## src/hdl/alu_status_params.svh

```systemverilog
// Constants for the processor status word block.
// Assumes inclusion by bare name from the modules.
`ifndef ALU_STATUS_PARAMS_SVH
`define ALU_STATUS_PARAMS_SVH
`define PSW_FLAG_N_BIT      0
`define PSW_FLAG_C_BIT      1
`define PSW_FLAG_V_BIT      2
`define PSW_FLAG_Z_BIT      3
`define PSW_FLAG_E_BIT      4
`define PSW_MULDIV_BIT      5
`define PSW_USR0_BIT        6
`define PSW_USR1_BIT        7
`define PSW_BANK_LSB        8
`define PSW_BANK_MSB        9
`define PSW_HOLD_BIT        10
`define PSW_IRQ_GATE_BIT    11
`define PSW_LEVEL_LSB       12
`define PSW_LEVEL_MSB       15
`define PSW_RESET_VALUE     16'h0000
`define PSW_WRITE_MASK      16'hFFDF
`define LEVEL_TOP           4'hF
`define BANK_GLOBAL         2'h0
`define BANK_RESERVED       2'h1
`define BANK_LOCAL1         2'h2
`define BANK_LOCAL2         2'h3
`define WORD_MOST_NEG       16'h8000
`define BYTE_MOST_NEG       8'h80
`define WORD_MAX_POS        16'h7FFF
`define BYTE_MAX_POS        8'h7F
`endif

```

## src/hdl/alu_status_pkg.sv

```systemverilog
// Types shared by the status word block and its helpers.
// Assumes the params header sits on the include path.
`default_nettype none
package alu_status_pkg;
  // Flag class of the operation that completes this cycle.
  typedef enum logic [3:0] {
    OP_NONE    = 4'h0,
    OP_ADD     = 4'h1,
    OP_ADDC    = 4'h2,
    OP_SUB     = 4'h3,
    OP_SUBC    = 4'h4,
    OP_NEG     = 4'h5,
    OP_LOGIC   = 4'h6,
    OP_MULDIV  = 4'h7,
    OP_SHL     = 4'h8,
    OP_SHR     = 4'h9,
    OP_PRIOR   = 4'hA,
    OP_BIT1    = 4'hB,
    OP_BIT2    = 4'hC,
    OP_MOVE    = 4'hD
  } alu_op_t;

  typedef struct packed {
    logic n;
    logic c;
    logic v;
    logic z;
    logic e;
  } flags_t;
endpackage
`default_nettype wire

```

## src/hdl/flag_calc.sv

```systemverilog
// Combinational condition flag evaluation for one ALU operation.
// Assumes operands and result are stable in the cycle done is high.
`include "alu_status_params.svh"
`default_nettype none
module flag_calc
  import alu_status_pkg::*;
(
  // Operation.
  input  wire alu_status_pkg::alu_op_t op,
  input  wire logic                    byte_op,
  input  wire logic                    table_ok,
  // Data.
  input  wire logic [15:0]             src_a,
  input  wire logic [15:0]             src_b,
  input  wire logic [15:0]             result,
  input  wire logic                    carry_out,
  input  wire logic                    shift_last,
  input  wire logic                    shift_sticky,
  input  wire logic                    shift_zero,
  input  wire logic                    muldiv_ovf,
  input  wire logic                    div_by_zero,
  input  wire logic                    bit_a,
  input  wire logic                    bit_b,
  input  wire logic                    z_old,
  // Flags.
  output logic [4:0]                   flags
);
  logic msb;
  logic res_zero;
  logic src_min;
  logic ovf_add;
  logic ovf_sub;
  flags_t f;

  always_comb begin
    msb      = byte_op ? result[7] : result[15];
    res_zero = byte_op ? (result[7:0] == 8'h00) : (result == 16'h0000);
    src_min  = byte_op ? (src_a[7:0] == `BYTE_MOST_NEG) : (src_a == `WORD_MOST_NEG);
    ovf_add  = byte_op ? ((src_a[7] == src_b[7]) && (result[7] != src_a[7]))
                       : ((src_a[15] == src_b[15]) && (result[15] != src_a[15]));
    ovf_sub  = byte_op ? ((src_a[7] != src_b[7]) && (result[7] != src_a[7]))
                       : ((src_a[15] != src_b[15]) && (result[15] != src_a[15]));
    f.n = msb;
    f.c = 1'b0;
    f.v = 1'b0;
    f.z = res_zero;
    f.e = table_ok & src_min;
    unique case (op)
      OP_ADD, OP_ADDC: begin
        f.c = carry_out;
        f.v = ovf_add;
        if (op == OP_ADDC) begin
          f.z = z_old & res_zero;
        end
      end
      OP_SUB, OP_SUBC: begin
        f.c = ~carry_out;
        f.v = ovf_sub;
        if (op == OP_SUBC) begin
          f.z = z_old & res_zero;
        end
      end
      OP_NEG: begin
        f.c = ~carry_out;
        f.v = src_min;
      end
      OP_LOGIC: begin
        f.c = 1'b0;
        f.v = 1'b0;
      end
      OP_MULDIV: begin
        f.c = 1'b0;
        f.v = muldiv_ovf | div_by_zero;
      end
      OP_SHL: begin
        f.c = shift_zero ? 1'b0 : shift_last;
      end
      OP_SHR: begin
        f.c = shift_zero ? 1'b0 : shift_last;
        f.v = shift_zero ? 1'b0 : shift_sticky;
      end
      OP_PRIOR: begin
        f.c = 1'b0;
        f.z = byte_op ? (src_b[7:0] == 8'h00) : (src_b == 16'h0000);
      end
      OP_BIT1: begin
        f.n = bit_a;
        f.z = ~bit_a;
      end
      OP_BIT2: begin
        f.n = bit_a ^ bit_b;
        f.c = bit_a & bit_b;
        f.v = bit_a | bit_b;
        f.z = ~(bit_a | bit_b);
      end
      default: begin
      end
    endcase
    flags = f;
  end
endmodule
`default_nettype wire

```

## src/hdl/irq_level_gate.sv

```systemverilog
// Registered acceptance decision for a pending ordinary or non-maskable interrupt.
// Assumes request level and class come from the interrupt controller on core_clk.
`include "alu_status_params.svh"
`default_nettype none
module irq_level_gate (
  // Clock and reset.
  input  wire logic       core_clk,
  input  wire logic       nrst,
  // Request.
  input  wire logic       req_valid,
  input  wire logic [3:0] req_level,
  input  wire logic       req_nmi,
  // State.
  input  wire logic       gate,
  input  wire logic [3:0] level,
  // Decision.
  output logic            accept_q
);
  logic accept_d;

  always_comb begin
    accept_d = req_valid & (req_nmi | (gate & (level != `LEVEL_TOP) & (req_level > level)));
  end

  always_ff @(posedge core_clk or negedge nrst) begin
    if (!nrst) begin
      accept_q <= 1'b0;
    end else begin
      accept_q <= accept_d;
    end
  end
endmodule
`default_nettype wire

```

## src/hdl/alu_status_flags.sv

```systemverilog
// Processor status word: ALU condition flags, bank select and interrupt status.
// Assumes the pipeline pulses op_done once per completed instruction on core_clk.
//
// How it works
// - An explicit status word write overrides that instruction's implicit flags.
// - A status word read returns the value after the previous instruction.
// - Reset clears N, C, V, Z, E and the multiply-in-progress bit.
// - Sign copies result bit 15 for words, bit 7 for bytes.
// - Bit ops: one operand N=old, C=V=0, Z=not old; two: XOR, AND, OR, NOR.
// - Carry after add; borrow (inverted carry) after subtract or compare.
// - Logical, multiply and divide operations clear carry.
// - Shifts and rotates put last bit out into carry; count zero clears it.
// - Prioritize clears carry and sets zero from the second operand.
// - Add, subtract, negate set overflow when signed range is exceeded.
// - Multiply and divide set overflow if result does not fit; divide by zero sets it.
// - Logical operations clear overflow.
// - Right shifts set overflow as sticky bit of lost bits but the last.
// - Zero flag set when the result is zero.
// - Add or subtract with carry keeps zero only if it was already set.
// - End-of-table set when source is the most negative value, unless unsuited.
// - Multiply-in-progress bit always reads zero; multiply and divide are not interrupted.
// - Bank field selects a register bank; interrupt entry, return and writes update it.
// - Global gate enables interrupts; 4-bit level loaded on entry or by software.
// - At level 15 only traps and non-maskable interrupts are accepted.
// - Reset disables interrupts and sets level zero.
// - Bank code 00 global, 01 reserved, 10 local 1, 11 local 2.
`include "alu_status_params.svh"
`default_nettype none
module alu_status_flags (
  // Clock and reset.
  input  wire logic                    core_clk,
  input  wire logic                    nrst,
  // Completing instruction.
  input  wire logic                    op_done,
  input  wire alu_status_pkg::alu_op_t op,
  input  wire logic                    byte_op,
  input  wire logic                    table_ok,
  input  wire logic                    muldiv_busy,
  // Operand and result data.
  input  wire logic [15:0]             src_a,
  input  wire logic [15:0]             src_b,
  input  wire logic [15:0]             result,
  input  wire logic                    carry_out,
  input  wire logic                    shift_last,
  input  wire logic                    shift_sticky,
  input  wire logic                    shift_zero,
  input  wire logic                    muldiv_ovf,
  input  wire logic                    div_by_zero,
  input  wire logic                    bit_a,
  input  wire logic                    bit_b,
  // Register port.
  input  wire logic                    psw_wr,
  input  wire logic [15:0]             psw_wdata,
  input  wire logic                    psw_rd,
  output logic [15:0]                  psw_rdata,
  // Interrupt entry and return.
  input  wire logic                    isr_entry,
  input  wire logic [3:0]              isr_level,
  input  wire logic [1:0]              isr_bank,
  input  wire logic                    return_from_isr,
  input  wire logic [15:0]             saved_psw,
  input  wire logic                    irq_req,
  input  wire logic [3:0]              irq_req_level,
  input  wire logic                    irq_req_nmi,
  // Status outputs.
  output logic [1:0]                   bank_sel,
  output logic                         bank_reserved,
  output logic                         global_irq_gate,
  output logic [3:0]                   cpu_priority_level,
  output logic                         irq_accept,
  output logic [15:0]                  processor_status_word
);
  import alu_status_pkg::*;

  logic [4:0]  calc_flags;
  logic [4:0]  flags_q;
  logic [4:0]  flags_d;
  logic [1:0]  user_q;
  logic [1:0]  user_d;
  logic [1:0]  bank_q;
  logic [1:0]  bank_d;
  logic        hold_q;
  logic        hold_d;
  logic        gate_q;
  logic        gate_d;
  logic [3:0]  level_q;
  logic [3:0]  level_d;
  logic [15:0] psw_now;
  logic [15:0] rdata_q;
  logic        accept_raw;
  logic        accept_q;
  logic        done_q;
  logic [15:0] word_q;

  // Maps a 16-bit word to the flag field order N, C, V, Z, E.
  function automatic logic [4:0] word_flags(input logic [15:0] w);
    word_flags = {w[`PSW_FLAG_N_BIT], w[`PSW_FLAG_C_BIT], w[`PSW_FLAG_V_BIT],
                  w[`PSW_FLAG_Z_BIT], w[`PSW_FLAG_E_BIT]};
  endfunction

  flag_calc u_calc (
    .op           (op),
    .byte_op      (byte_op),
    .table_ok     (table_ok),
    .src_a        (src_a),
    .src_b        (src_b),
    .result       (result),
    .carry_out    (carry_out),
    .shift_last   (shift_last),
    .shift_sticky (shift_sticky),
    .shift_zero   (shift_zero),
    .muldiv_ovf   (muldiv_ovf),
    .div_by_zero  (div_by_zero),
    .bit_a        (bit_a),
    .bit_b        (bit_b),
    .z_old        (flags_q[1]),
    .flags        (calc_flags)
  );

  irq_level_gate u_gate (
    .core_clk  (core_clk),
    .nrst      (nrst),
    .req_valid (irq_req & ~muldiv_busy),
    .req_level (irq_req_level),
    .req_nmi   (irq_req_nmi),
    .gate      (gate_q),
    .level     (level_q),
    .accept_q  (accept_raw)
  );

  // Assembled word; the multiply-in-progress bit is fixed at zero.
  always_comb begin
    psw_now = {level_q, gate_q, hold_q, bank_q, user_q[1], user_q[0], 1'b0,
               flags_q[0], flags_q[1], flags_q[2], flags_q[3], flags_q[4]};
  end

  // Condition flags: explicit write beats implicit result.
  always_comb begin
    flags_d = flags_q;
    if (psw_wr) begin
      flags_d = word_flags(psw_wdata);
    end else if (return_from_isr) begin
      flags_d = word_flags(saved_psw);
    end else if (op_done && op != OP_NONE) begin
      flags_d = calc_flags;
    end
  end

  always_ff @(posedge core_clk or negedge nrst) begin
    if (!nrst) begin
      flags_q <= 5'h00;
    end else begin
      flags_q <= flags_d;
    end
  end

  // General purpose and hold bits.
  always_comb begin
    user_d = user_q;
    hold_d = hold_q;
    if (psw_wr) begin
      user_d = {psw_wdata[`PSW_USR1_BIT], psw_wdata[`PSW_USR0_BIT]};
      hold_d = psw_wdata[`PSW_HOLD_BIT];
    end else if (return_from_isr) begin
      user_d = {saved_psw[`PSW_USR1_BIT], saved_psw[`PSW_USR0_BIT]};
      hold_d = saved_psw[`PSW_HOLD_BIT];
    end
  end

  always_ff @(posedge core_clk or negedge nrst) begin
    if (!nrst) begin
      user_q <= 2'h0;
      hold_q <= 1'b0;
    end else begin
      user_q <= user_d;
      hold_q <= hold_d;
    end
  end

  // Bank select.
  always_comb begin
    bank_d = bank_q;
    if (psw_wr) begin
      bank_d = psw_wdata[`PSW_BANK_MSB:`PSW_BANK_LSB];
    end else if (return_from_isr) begin
      bank_d = saved_psw[`PSW_BANK_MSB:`PSW_BANK_LSB];
    end else if (isr_entry) begin
      bank_d = isr_bank;
    end
  end

  always_ff @(posedge core_clk or negedge nrst) begin
    if (!nrst) begin
      bank_q <= `BANK_GLOBAL;
    end else begin
      bank_q <= bank_d;
    end
  end

  // Interrupt gate and priority level.
  always_comb begin
    gate_d  = gate_q;
    level_d = level_q;
    if (psw_wr) begin
      gate_d  = psw_wdata[`PSW_IRQ_GATE_BIT];
      level_d = psw_wdata[`PSW_LEVEL_MSB:`PSW_LEVEL_LSB];
    end else if (return_from_isr) begin
      gate_d  = saved_psw[`PSW_IRQ_GATE_BIT];
      level_d = saved_psw[`PSW_LEVEL_MSB:`PSW_LEVEL_LSB];
    end else if (isr_entry) begin
      level_d = isr_level;
    end
  end

  always_ff @(posedge core_clk or negedge nrst) begin
    if (!nrst) begin
      gate_q  <= 1'b0;
      level_q <= 4'h0;
    end else begin
      gate_q  <= gate_d;
      level_q <= level_d;
    end
  end

  // Read returns the stored word, which holds the previous instruction's outcome.
  always_ff @(posedge core_clk or negedge nrst) begin
    if (!nrst) begin
      rdata_q <= `PSW_RESET_VALUE;
    end else if (psw_rd) begin
      rdata_q <= psw_now;
    end else begin
      rdata_q <= 16'h0000;
    end
  end

  // Ordinary acceptance is dropped if the gate closed or the level reached 15 meanwhile.
  always_ff @(posedge core_clk or negedge nrst) begin
    if (!nrst) begin
      accept_q <= 1'b0;
    end else begin
      accept_q <= accept_raw & (irq_req_nmi | (gate_q & (level_q != `LEVEL_TOP)));
    end
  end

  // Registered copies of the status word and its fields.
  always_ff @(posedge core_clk or negedge nrst) begin
    if (!nrst) begin
      word_q <= `PSW_RESET_VALUE;
      done_q <= 1'b0;
    end else begin
      word_q <= {level_d, gate_d, hold_d, bank_d, user_d, 1'b0,
                 flags_d[0], flags_d[1], flags_d[2], flags_d[3], flags_d[4]};
      done_q <= (bank_d == `BANK_RESERVED);
    end
  end

  assign psw_rdata             = rdata_q;
  assign bank_sel              = word_q[`PSW_BANK_MSB:`PSW_BANK_LSB];
  assign bank_reserved         = done_q;
  assign global_irq_gate       = word_q[`PSW_IRQ_GATE_BIT];
  assign cpu_priority_level    = word_q[`PSW_LEVEL_MSB:`PSW_LEVEL_LSB];
  assign irq_accept            = accept_q;
  assign processor_status_word = word_q;
endmodule
`default_nettype wire

```

## config.mk

```make
export PLATFORM = sky130hd
export DESIGN_NAME = alu_status_flags
export DESIGN_NICKNAME = d
export VERILOG_FILES = /design/src/hdl/alu_status_pkg.sv /design/src/hdl/flag_calc.sv /design/src/hdl/irq_level_gate.sv /design/src/hdl/alu_status_flags.sv
export VERILOG_INCLUDE_DIRS = /design/src /design/src/hdl
export SDC_FILE = /design/constraint.sdc
export NUM_CORES = 1
export LEC_CHECK = 0
export BUFFER_PORTS_ARGS = -buffer_cell sky130_fd_sc_hd__buf_2
export CAP_MARGIN = 20
export CORE_AREA = 2 2 73 75
export CTS_CLUSTER_SIZE = 12
export DETAILED_ROUTE_END_ITERATION = 6
export DIE_AREA = 0 0 75 77
export PLACE_DENSITY = 0.84
export REMOVE_ABC_BUFFERS = 1
export SKIP_CTS_REPAIR_TIMING = 1
export SLEW_MARGIN = 5
export SYNTH_ARGS = -nofsm -noshare
export SYNTH_HDL_FRONTEND = slang
export SYNTH_HIERARCHICAL = 1
export SYNTH_SLANG_ARGS = --single-unit
```

## constraint.sdc

```tcl
create_clock -name core_clk -period 2.6 [get_ports core_clk]
set_clock_uncertainty 0.2 [all_clocks]
set_input_delay 0.78 -clock core_clk [delete_from_list [all_inputs] [get_ports core_clk]]
set_output_delay 0.78 -clock core_clk [all_outputs]
set_load 0.01 [all_outputs]
```

== Word-level counts from Yosys, hierarchy flattened ==
Cells that the tools add are included.
Storage, ports and cells
  output and inout bits: 41
  flip-flop bits (word level): 49
  logic and storage cells: 94
  bits of input ports: 114
Cells by class
  magnitude comparators: 1
  bitwise logic cells: 17
  multiplexer cells: 30
  equal/unequal tests: 21
  reduce and logical (&&, ||, !) cells: 14
Operator list (count)
  16-bit logical NOT: 2
  4-bit equality test, second input constant: 5
  16-bit equality test, second input constant: 1
  8-bit logical NOT: 2
  16-bit 2-to-1 mux: 1
  5-bit 2-to-1 mux: 3
  1-bit 2-to-1 mux: 14
  4-bit by 3-bit equality test with 1-bit output, second input constant: 3
  4-bit 2-to-1 mux: 3
  2-bit 2-to-1 mux: 5
  1-bit bitwise AND: 8
  4-bit by 2-bit equality test with 1-bit output, second input constant: 2
  8-bit equality test, second input constant: 1
  1-bit case mux with 6 select lines: 1
  2-bit OR reduction: 3
  1-bit logical AND: 5
  1-bit case mux with 5 select lines: 1
  4-bit by 1-bit equality test with 1-bit output, second input constant: 1
  4-bit greater-than comparator: 1
  1-bit inequality test: 4
  4-bit inequality test, second input constant: 1
  1-bit NOT: 4
  1-bit OR: 4
  1-bit case mux with 4 select lines: 1
  other kinds (6): 7

== Logic depth before layout (Yosys ltp) ==
Gate-level depths: netlist of the first run.
  depth in word-level cells: 8
  mapped depth: 7
  depth with buffers taken out: 7

== By module ==
Netlist of the first run, hierarchy kept.
By module, submodules not included
  alu_status_flags: area an instance 1416.4 µm², cells an instance 121, seq. area each 800.8 µm², instances 1
  flag_calc: area an instance 543.0 µm², cells an instance 81, seq. area each 0.0 µm², instances 1
  irq_level_gate: area an instance 152.6 µm², cells an instance 17, seq. area each 25.0 µm², instances 1

== Worst setup path before layout of the first run ==
Ideal clock, no wire load.
  path kind: in2reg
  start: in op[1]
  end: reg flags_q[1]
  slack: 0.404 ns
  data arrival time: 1.855 ns
  required time: 2.259 ns
  stages: 6
  buffers on the path: 0
  cells stage by stage: or3b_4 -> a221oi_2 -> nor3_1 -> a211o_1 -> mux2i_1 -> a21oi_1
Between the ends
  cells in the longest elaborated chain, start to end: 6
RTL lines
  start, declared: RTL line alu_status_flags.sv:35  | input wire alu_status_pkg::alu_op_t op,
  4-bit by 3-bit equality test with 1-bit output (tied with other cells): RTL line flag_calc.sv:48, flag_calc.sv:59
  1-bit 2-to-1 mux (tied with other cells): RTL line flag_calc.sv:59  | if (op == OP_SUBC) begin
  1-bit case mux with 5 select lines (*): RTL line flag_calc.sv:48  | unique case (op)
  via calc_flags[1]: RTL line alu_status_flags.sv:75  | logic [4:0] calc_flags;
  5-bit 2-to-1 mux (*): RTL line alu_status_flags.sv:144  | end else if (op_done && op != OP_NONE) begin
  5-bit 2-to-1 mux (*): RTL line alu_status_flags.sv:142  | end else if (return_from_isr) begin
  5-bit 2-to-1 mux (*): RTL line alu_status_flags.sv:140  | if (psw_wr) begin
  end signal, assigned: RTL line alu_status_flags.sv:153  | flags_q <= flags_d;
  end, declared: RTL line alu_status_flags.sv:76  | logic [4:0] flags_q;
Mark *: on every way through the listed nets, which the timed path passes. The rest lies on a longest branch.

== Worst setup path in the final report of the first run ==
  start: in op[0]
  end: reg flags_q[1]
The elaborated chain is that of the path after synthesis.

==> results of run 1 <==
-- cell usage after synthesis (2+ instances only) --
| cell type | n |
|---|---|
| nand3b_1 | 3 |
| clkbuf_1 | 3 |
| and2_1 | 16 |
| nand2b_1 | 6 |
| nor3_1 | 4 |
| nor3b_1 | 2 |
| nor2_1 | 4 |
| ha_1 | 6 |
| buf_2 | 6 |
| or4_1 | 2 |
| nand4_1 | 5 |
| buf_4 | 10 |
| mux2i_1 | 18 |
| nor2b_1 | 3 |
| o21ai_0 | 10 |
| o21ai_1 | 2 |
| a21oi_1 | 14 |
| a211oi_1 | 2 |
| dfrtp_1 | 33 |
| nor4_1 | 10 |
| inv_1 | 8 |
| o22ai_1 | 8 |
| mux2_2 | 4 |
| nand2_1 | 13 |
| inv_2 | 2 |
| o211ai_1 | 2 |
-- registers in the layout (all words and copies together), names as in the netlist --
register,cells
psw_rdata,15
processor_status_word,6
flags_q,4
level_q,3
bank_q,1
bank_reserved,1
irq_accept,1
u_gate/accept_q,1
user_q,1
-- metrics by stage --
| step | hold WS [ns] | power (W) | util | worst slack, ns | instance area, µm² |
|---|---|---|---|---|---|
| final | 0.2700 | 0.001358 | 0.5965 | 0.4358 | 2969 |
| after global routing | 0.2917 | 0.001443 | 0.5965 | 0.3799 | 2969 |
| after CTS | 0.2741 | 0.001371 | 0.5965 | 0.4506 | 2969 |
| after detailed placement | 0.2589 | 0.0009554 | 0.5762 | 0.1532 | 2868 |
| after global placement | 0.2553 | 0.0009433 | 0.5762 | 0.1947 | 2868 |
| after floorplan | 0.2385 | 0.0007472 | - | 0.4045 | 1999 |
-- worst max-delay path, cell delays in order --
cell and delay, ns:
buf_2 0.15, or3b_4 0.41, a221oi_2 0.23, nor3_1 0.09
a211o_1 0.25, mux2i_1 0.14, a21oi_1 0.08
-- cell families (layout without fill, tap and decap cells) --
logic type | count (synthesis) | in the layout | synth area share
AOI/OAI and AO/OA | 50 | 50 | 0.1629
and+or+nand+nor | 76 | 76 | 0.2210
adders and majority gates | 6 | 6 | 0.03554
buffers and inverters | 29 | 172 | 0.07287
other | 1 | 2 | 0.001776
muxes | 22 | 22 | 0.1066
xor gates and xnor gates | 2 | 2 | 0.008295
DFF | 33 | 33 | 0.3910
-- power by group through the flow --
stage	Combinational, W	Clock (W)	Sequential, W
after floorplan	0.000127	0	0.000620
after global placement	0.000348	0	0.000596
after detailed placement	0.000358	0	0.000598
after CTS	0.000358	0.000424	0.000589
after global routing	0.000397	0.000450	0.000597
final	0.000357	0.000413	0.000589
-- final cells by class --
type                            instances  area share
Inverter                               10     0.01264
Timing Repair Buffer                  154      0.2630
Sequential cell                        33      0.2781
Clock inverter                          1    0.001686
Multi-Input combinational cell        158      0.3826
Tap cell                               70     0.02950
Clock buffer                            7     0.03245
-- path summary, 6_finish.rpt --
check	depth (start not counted)	end	slack [ns]
max in group asynchronous	1	level_q[0]	1.40
min in group asynchronous	1	irq_accept	0.35
max	7	flags_q[1]	0.44
max reg2reg	6	u_gate/accept_q	0.98
min	1	irq_accept	0.27
min reg2reg	1	irq_accept	0.27
-- layer usage --
metal | wire length (µm) | share of wire | track usage
met1 | 2596 | 0.43 | 0.2928
met2 | 3060 | 0.50 | 0.3509
met3 | 294 | 0.048 | 0.03285
met4 | 112 | 0.018 | 0.06786
met5 | 0 | 0 | 0
==> results_dict.tcl, run 1 <==
set metrics [dict create \
    final_hold_viol_count 0 \
    die_y_um 77 \
    synth_area_leaders "dfrtp_1 (39%), mux2i_1 (8.5%), and2_1 (4.7%), buf_4 (3.6%), ha_1 (3.6%)" \
    post-route-min-period_ns 2.164 \
    grtUsageTotal 0.2168 \
    synth.avg_cell_area_um2 9.644 \
    wl_per_cell_um 14.00 \
    drc 0 \
    fp.dieW_um 75 \
    synth_area_leader_cell "dfrtp_1" \
    rsz0062_at_grt "false" \
    port_buffers 150 \
    fmax_mhz 462.1 \
    cts_tree "done" \
    layout_commonest_cell "buf_2" \
    synthFlopType "dfrtp_1" \
    io_pins 155 \
    area_delta_synth_final_pct 40.58 \
    max-slew-margin-rel 0.5309 \
    antenna_found_initial 0 \
    synth_edf_count 0 \
    hpwl_mm 4.874 \
    drive_gt1_frac 0.4793 \
    p_sw_frac 0.2835 \
    p_int_w 0.0009733 \
    num_antenna_cells 0 \
    cts_buffer_depth 2 \
    drt_iter0_drc 83 \
    startpoint "op[0]" \
    drv_cap 0 \
    power_density_nw_per_um2 457.5 \
    yosys_warnings 6 \
    netlist_area_um2 2112 \
    layout_common_cells "buf_2 (150), dfrtp_1 (33), mux2i_1 (18)" \
    power_frac_clock 0.304 \
    finalCritPeriodShare 0.8324 \
    power.leakage_nw 1.584 \
    cp-end-kind "register" \
    worst_setup_path_start_kind "input pin" \
    tightest_slew_ns 0.7036 \
    setup_violations 0 \
    pwr-share-comb 0.263 \
    layout.nets 482 \
    die_area_um2 5775 \
    p_switching_w 0.0003851 \
    clk_latency_ns 0.28 \
    synth_seq_cells 33 \
    ys_types 49 \
    crit_arrival_ns 2.13 \
    clock_sinks 33 \
    ys_seq_area_frac 0.3910 \
    drv_slew 0 \
    synth_top_area_frac 0.3910 \
    place_congestion 0.8331 \
    tns_ns 0 \
    initial_core_util 0.4243 \
    grt_pass1_vias 2106 \
    core_um2 4977 \
    via_count 2185 \
    routed_wl_mm 6.064 \
    seqPwrFrac 0.434 \
    dpl.cell_count 425 \
    synthArstFlopShare 1.000 \
    hold_path.class "reg2reg" \
    fill_cells 464 \
    clk_pin_slew_ns 0.06 \
    num_rows 26 \
    netlist_instances 219 \
    worst-path-max-fanout 7 \
    post_drt_via_cell_ratio 5.046 \
    hold_start "u_gate/accept_q" \
    grt_pass1_wl_mm 9.742 \
    cp.required_ns 2.57 \
    h-tree-depth 2 \
    max-vdd-ir-drop_mv 0.3561 \
    cts_root_buffer "clkbuf_8" \
    ant_nets 0 \
    grt.overflow.total 0 \
    multiInputGateArea_um2 1136 \
    status "finished, final reports clean" \
    dr.pass1.iters 4 \
    critical_path_class "in2reg" \
    r2r_start "level_q[1]" \
    grt_max_degree 34 \
    seqCellArea_um2 825.8 \
    cts_made_buffers 5 \
    fin_cells 433 \
]
Note: power is estimated with default switching activity, not from simulation.
==> run 2: changes to the inputs <==
CORE_AREA = 2 2 79 81   (was 2 2 73 75)
DIE_AREA = 0 0 81 83   (was 0 0 75 77)
PLACE_DENSITY = 0.76   (was 0.84)
clock period = 1.9 ns   (was 2.6 ns; I/O delays follow)
==> run 2 against run 1 <==
  * Clock power grew 62%
  * Sequential power grew 37%
  * Critical path type unchanged
  * Sequential cell count is the same
  * Total power grew 49%
  * Non-clock buffer count grew 28
  * Worst hold slack lost 0.25 ns
  * Highest routed layer unchanged
  * First-iteration DRC count shrank 20%
  * Via count grew 5.9%
  * Sequential share of layout area shrank 2.4 points
==> results_dict.tcl, run 2 (same netlist as run 1, synthesis figures left out) <==
set metrics [dict create \
    status "finished, final reports clean" \
    wl_met1_mm 2.656 \
    tns_ns 0 \
    post_drt_via_cell_ratio 4.966 \
    p_total_w 0.002021 \
    clk_pin_slew_ns 0.06 \
    wl_per_cell_um 14.09 \
    grt_pass1_vias 2245 \
    grt_pass1_wl_mm 10.23 \
    cp-end-kind "register" \
    via_count 2314 \
    clk_latency_ns 0.27 \
    critical_path_class "in2reg" \
    num_antenna_cells 0 \
    worst-path-max-fanout 2 \
    finalCritPeriodShare 0.9742 \
    grt_max_degree 18 \
    largest_reg_flops 15 \
    layout_commonest_cell "buf_2" \
    antenna_found_initial 0 \
    crit_arrival_ns 1.86 \
    cts_buffer_depth 2 \
    final_hold_viol_count 0 \
    met3_length_um 408 \
    layout.nets 510 \
    cts_tree "done" \
    place_congestion 0.8496 \
    fin_area_um2 3249 \
    post-route-min-period_ns 1.851 \
    grtUsageTotal 0.1936 \
    num_rows 28 \
    cts_made_buffers 5 \
    p_int_w 0.001476 \
    core_um2 5816 \
    topRoutingLayerUsed "met4" \
    drv_slew 0 \
    port_buffers 150 \
    dr.pass1.iters 5 \
    die_y_um 83 \
    h-tree-depth 2 \
    fp.dieW_um 81 \
    ant_nets 0 \
    cp.required_ns 1.90 \
    initial_core_util 0.3632 \
    drc 0 \
    worst_setup_path_start_kind "input pin" \
    p_sw_frac 0.2697 \
    area_delta_synth_final_pct 53.85 \
    hpwl_mm 5.394 \
    cts_root_buffer "clkbuf_8" \
    drt_iter0_drc 66 \
    p_switching_w 0.0005450 \
    drive_gt1_frac 0.5192 \
    power.leakage_nw 1.735 \
    pwr-share-comb 0.272 \
    drv_cap 0 \
    power_density_nw_per_um2 621.9 \
    die_area_um2 6723 \
    placed_area_um2 3097 \
    layout_common_cells "buf_2 (148), dfrtp_1 (33), buf_4 (31)" \
    setup_violations 0 \
    reg2reg_slack_ns 0.26 \
    grt.overflow.total 0 \
    routed_wl_mm 6.567 \
    clock_sinks 33 \
    fmax_mhz 540.2 \
    hold_path.class "in2async" \
    power_frac_clock 0.330 \
    max-vdd-ir-drop_mv 0.6741 \
    dr_wl_met2_mm 3.348 \
    rsz0062_at_grt "true" \
    seqPwrFrac 0.398 \
    io_pins 155 \
]
==> run 2: changes by cell type in the layout (fill, tap and decap cells not counted), sizes merged <==
| cell | previous run | this run |
|---|---|---|
| clkinv | 1 | 0 |
| buf | 154 | 182 |
| bufinv | 0 | 1 |
==> run 2: power groups by stage <==
stage	Combinational [W]	Sequential [W]	Clock (W)
2_1_floorplan	0.000174	0.000849	0
3_3_place_gp	0.000527	0.000816	0
3_5_place_dp	0.000543	0.000818	0
4_1_cts	0.000544	0.000805	0.000688
5_1_grt	0.000604	0.000814	0.000721
6_report	0.000550	0.000805	0.000667
==> run 2: area by class of cell <==
type,count,area [µm²]
Fill cell,574,2566
Multi-Input combinational cell,158,1160
Timing Repair Buffer,182,1016
Sequential cell,33,825.8
Tap cell,75,93.84
Clock buffer,7,86.33
Inverter,10,37.54
Clock inverter,1,30.03
==> run 2: path summary, 6_finish.rpt <==
path                                  from                        to  cells past startpoint
hold reg to reg            u_gate/accept_q                irq_accept                      1
min in group core_clk      u_gate/accept_q                irq_accept                      1
max in group asynchronous             nrst  processor_status_word[9]                      2
setup / recovery                  src_a[1]                flags_q[2]                      7
setup reg to reg                level_q[1]           u_gate/accept_q                      6
hold / removal                        nrst           u_gate/accept_q                      1
==> run 2: per-layer routing <==
metal	vias to the layer above	global-route usage
met5	-	0
met4	0	0.07550
met3	19	0.03370
met2	84	0.3246
met1	1075	0.2433
li1	1136	-
==> run 2: critical path, cell delays in order <==
cell and delay, ns:
buf_2 0.09, or4_1 0.58, nor4_4 0.17, o211ai_1 0.12, nand4b_1 0.12, mux2i_1 0.07, a21oi_1 0.13
==> run 2: stage by stage <==
step	setup WS, ns	cells	hold slack (ns)	util
finish	0.04893	466	0.02248	0.5587
global route	-0.01975	466	0.03619	0.5587
CTS	-0.005792	466	0.02417	0.5525
detailed placement	-0.3034	458	0.2688	0.5325
global placement	-0.2344	458	0.2476	0.5325
floorplan	-0.08555	201	0.07441	-
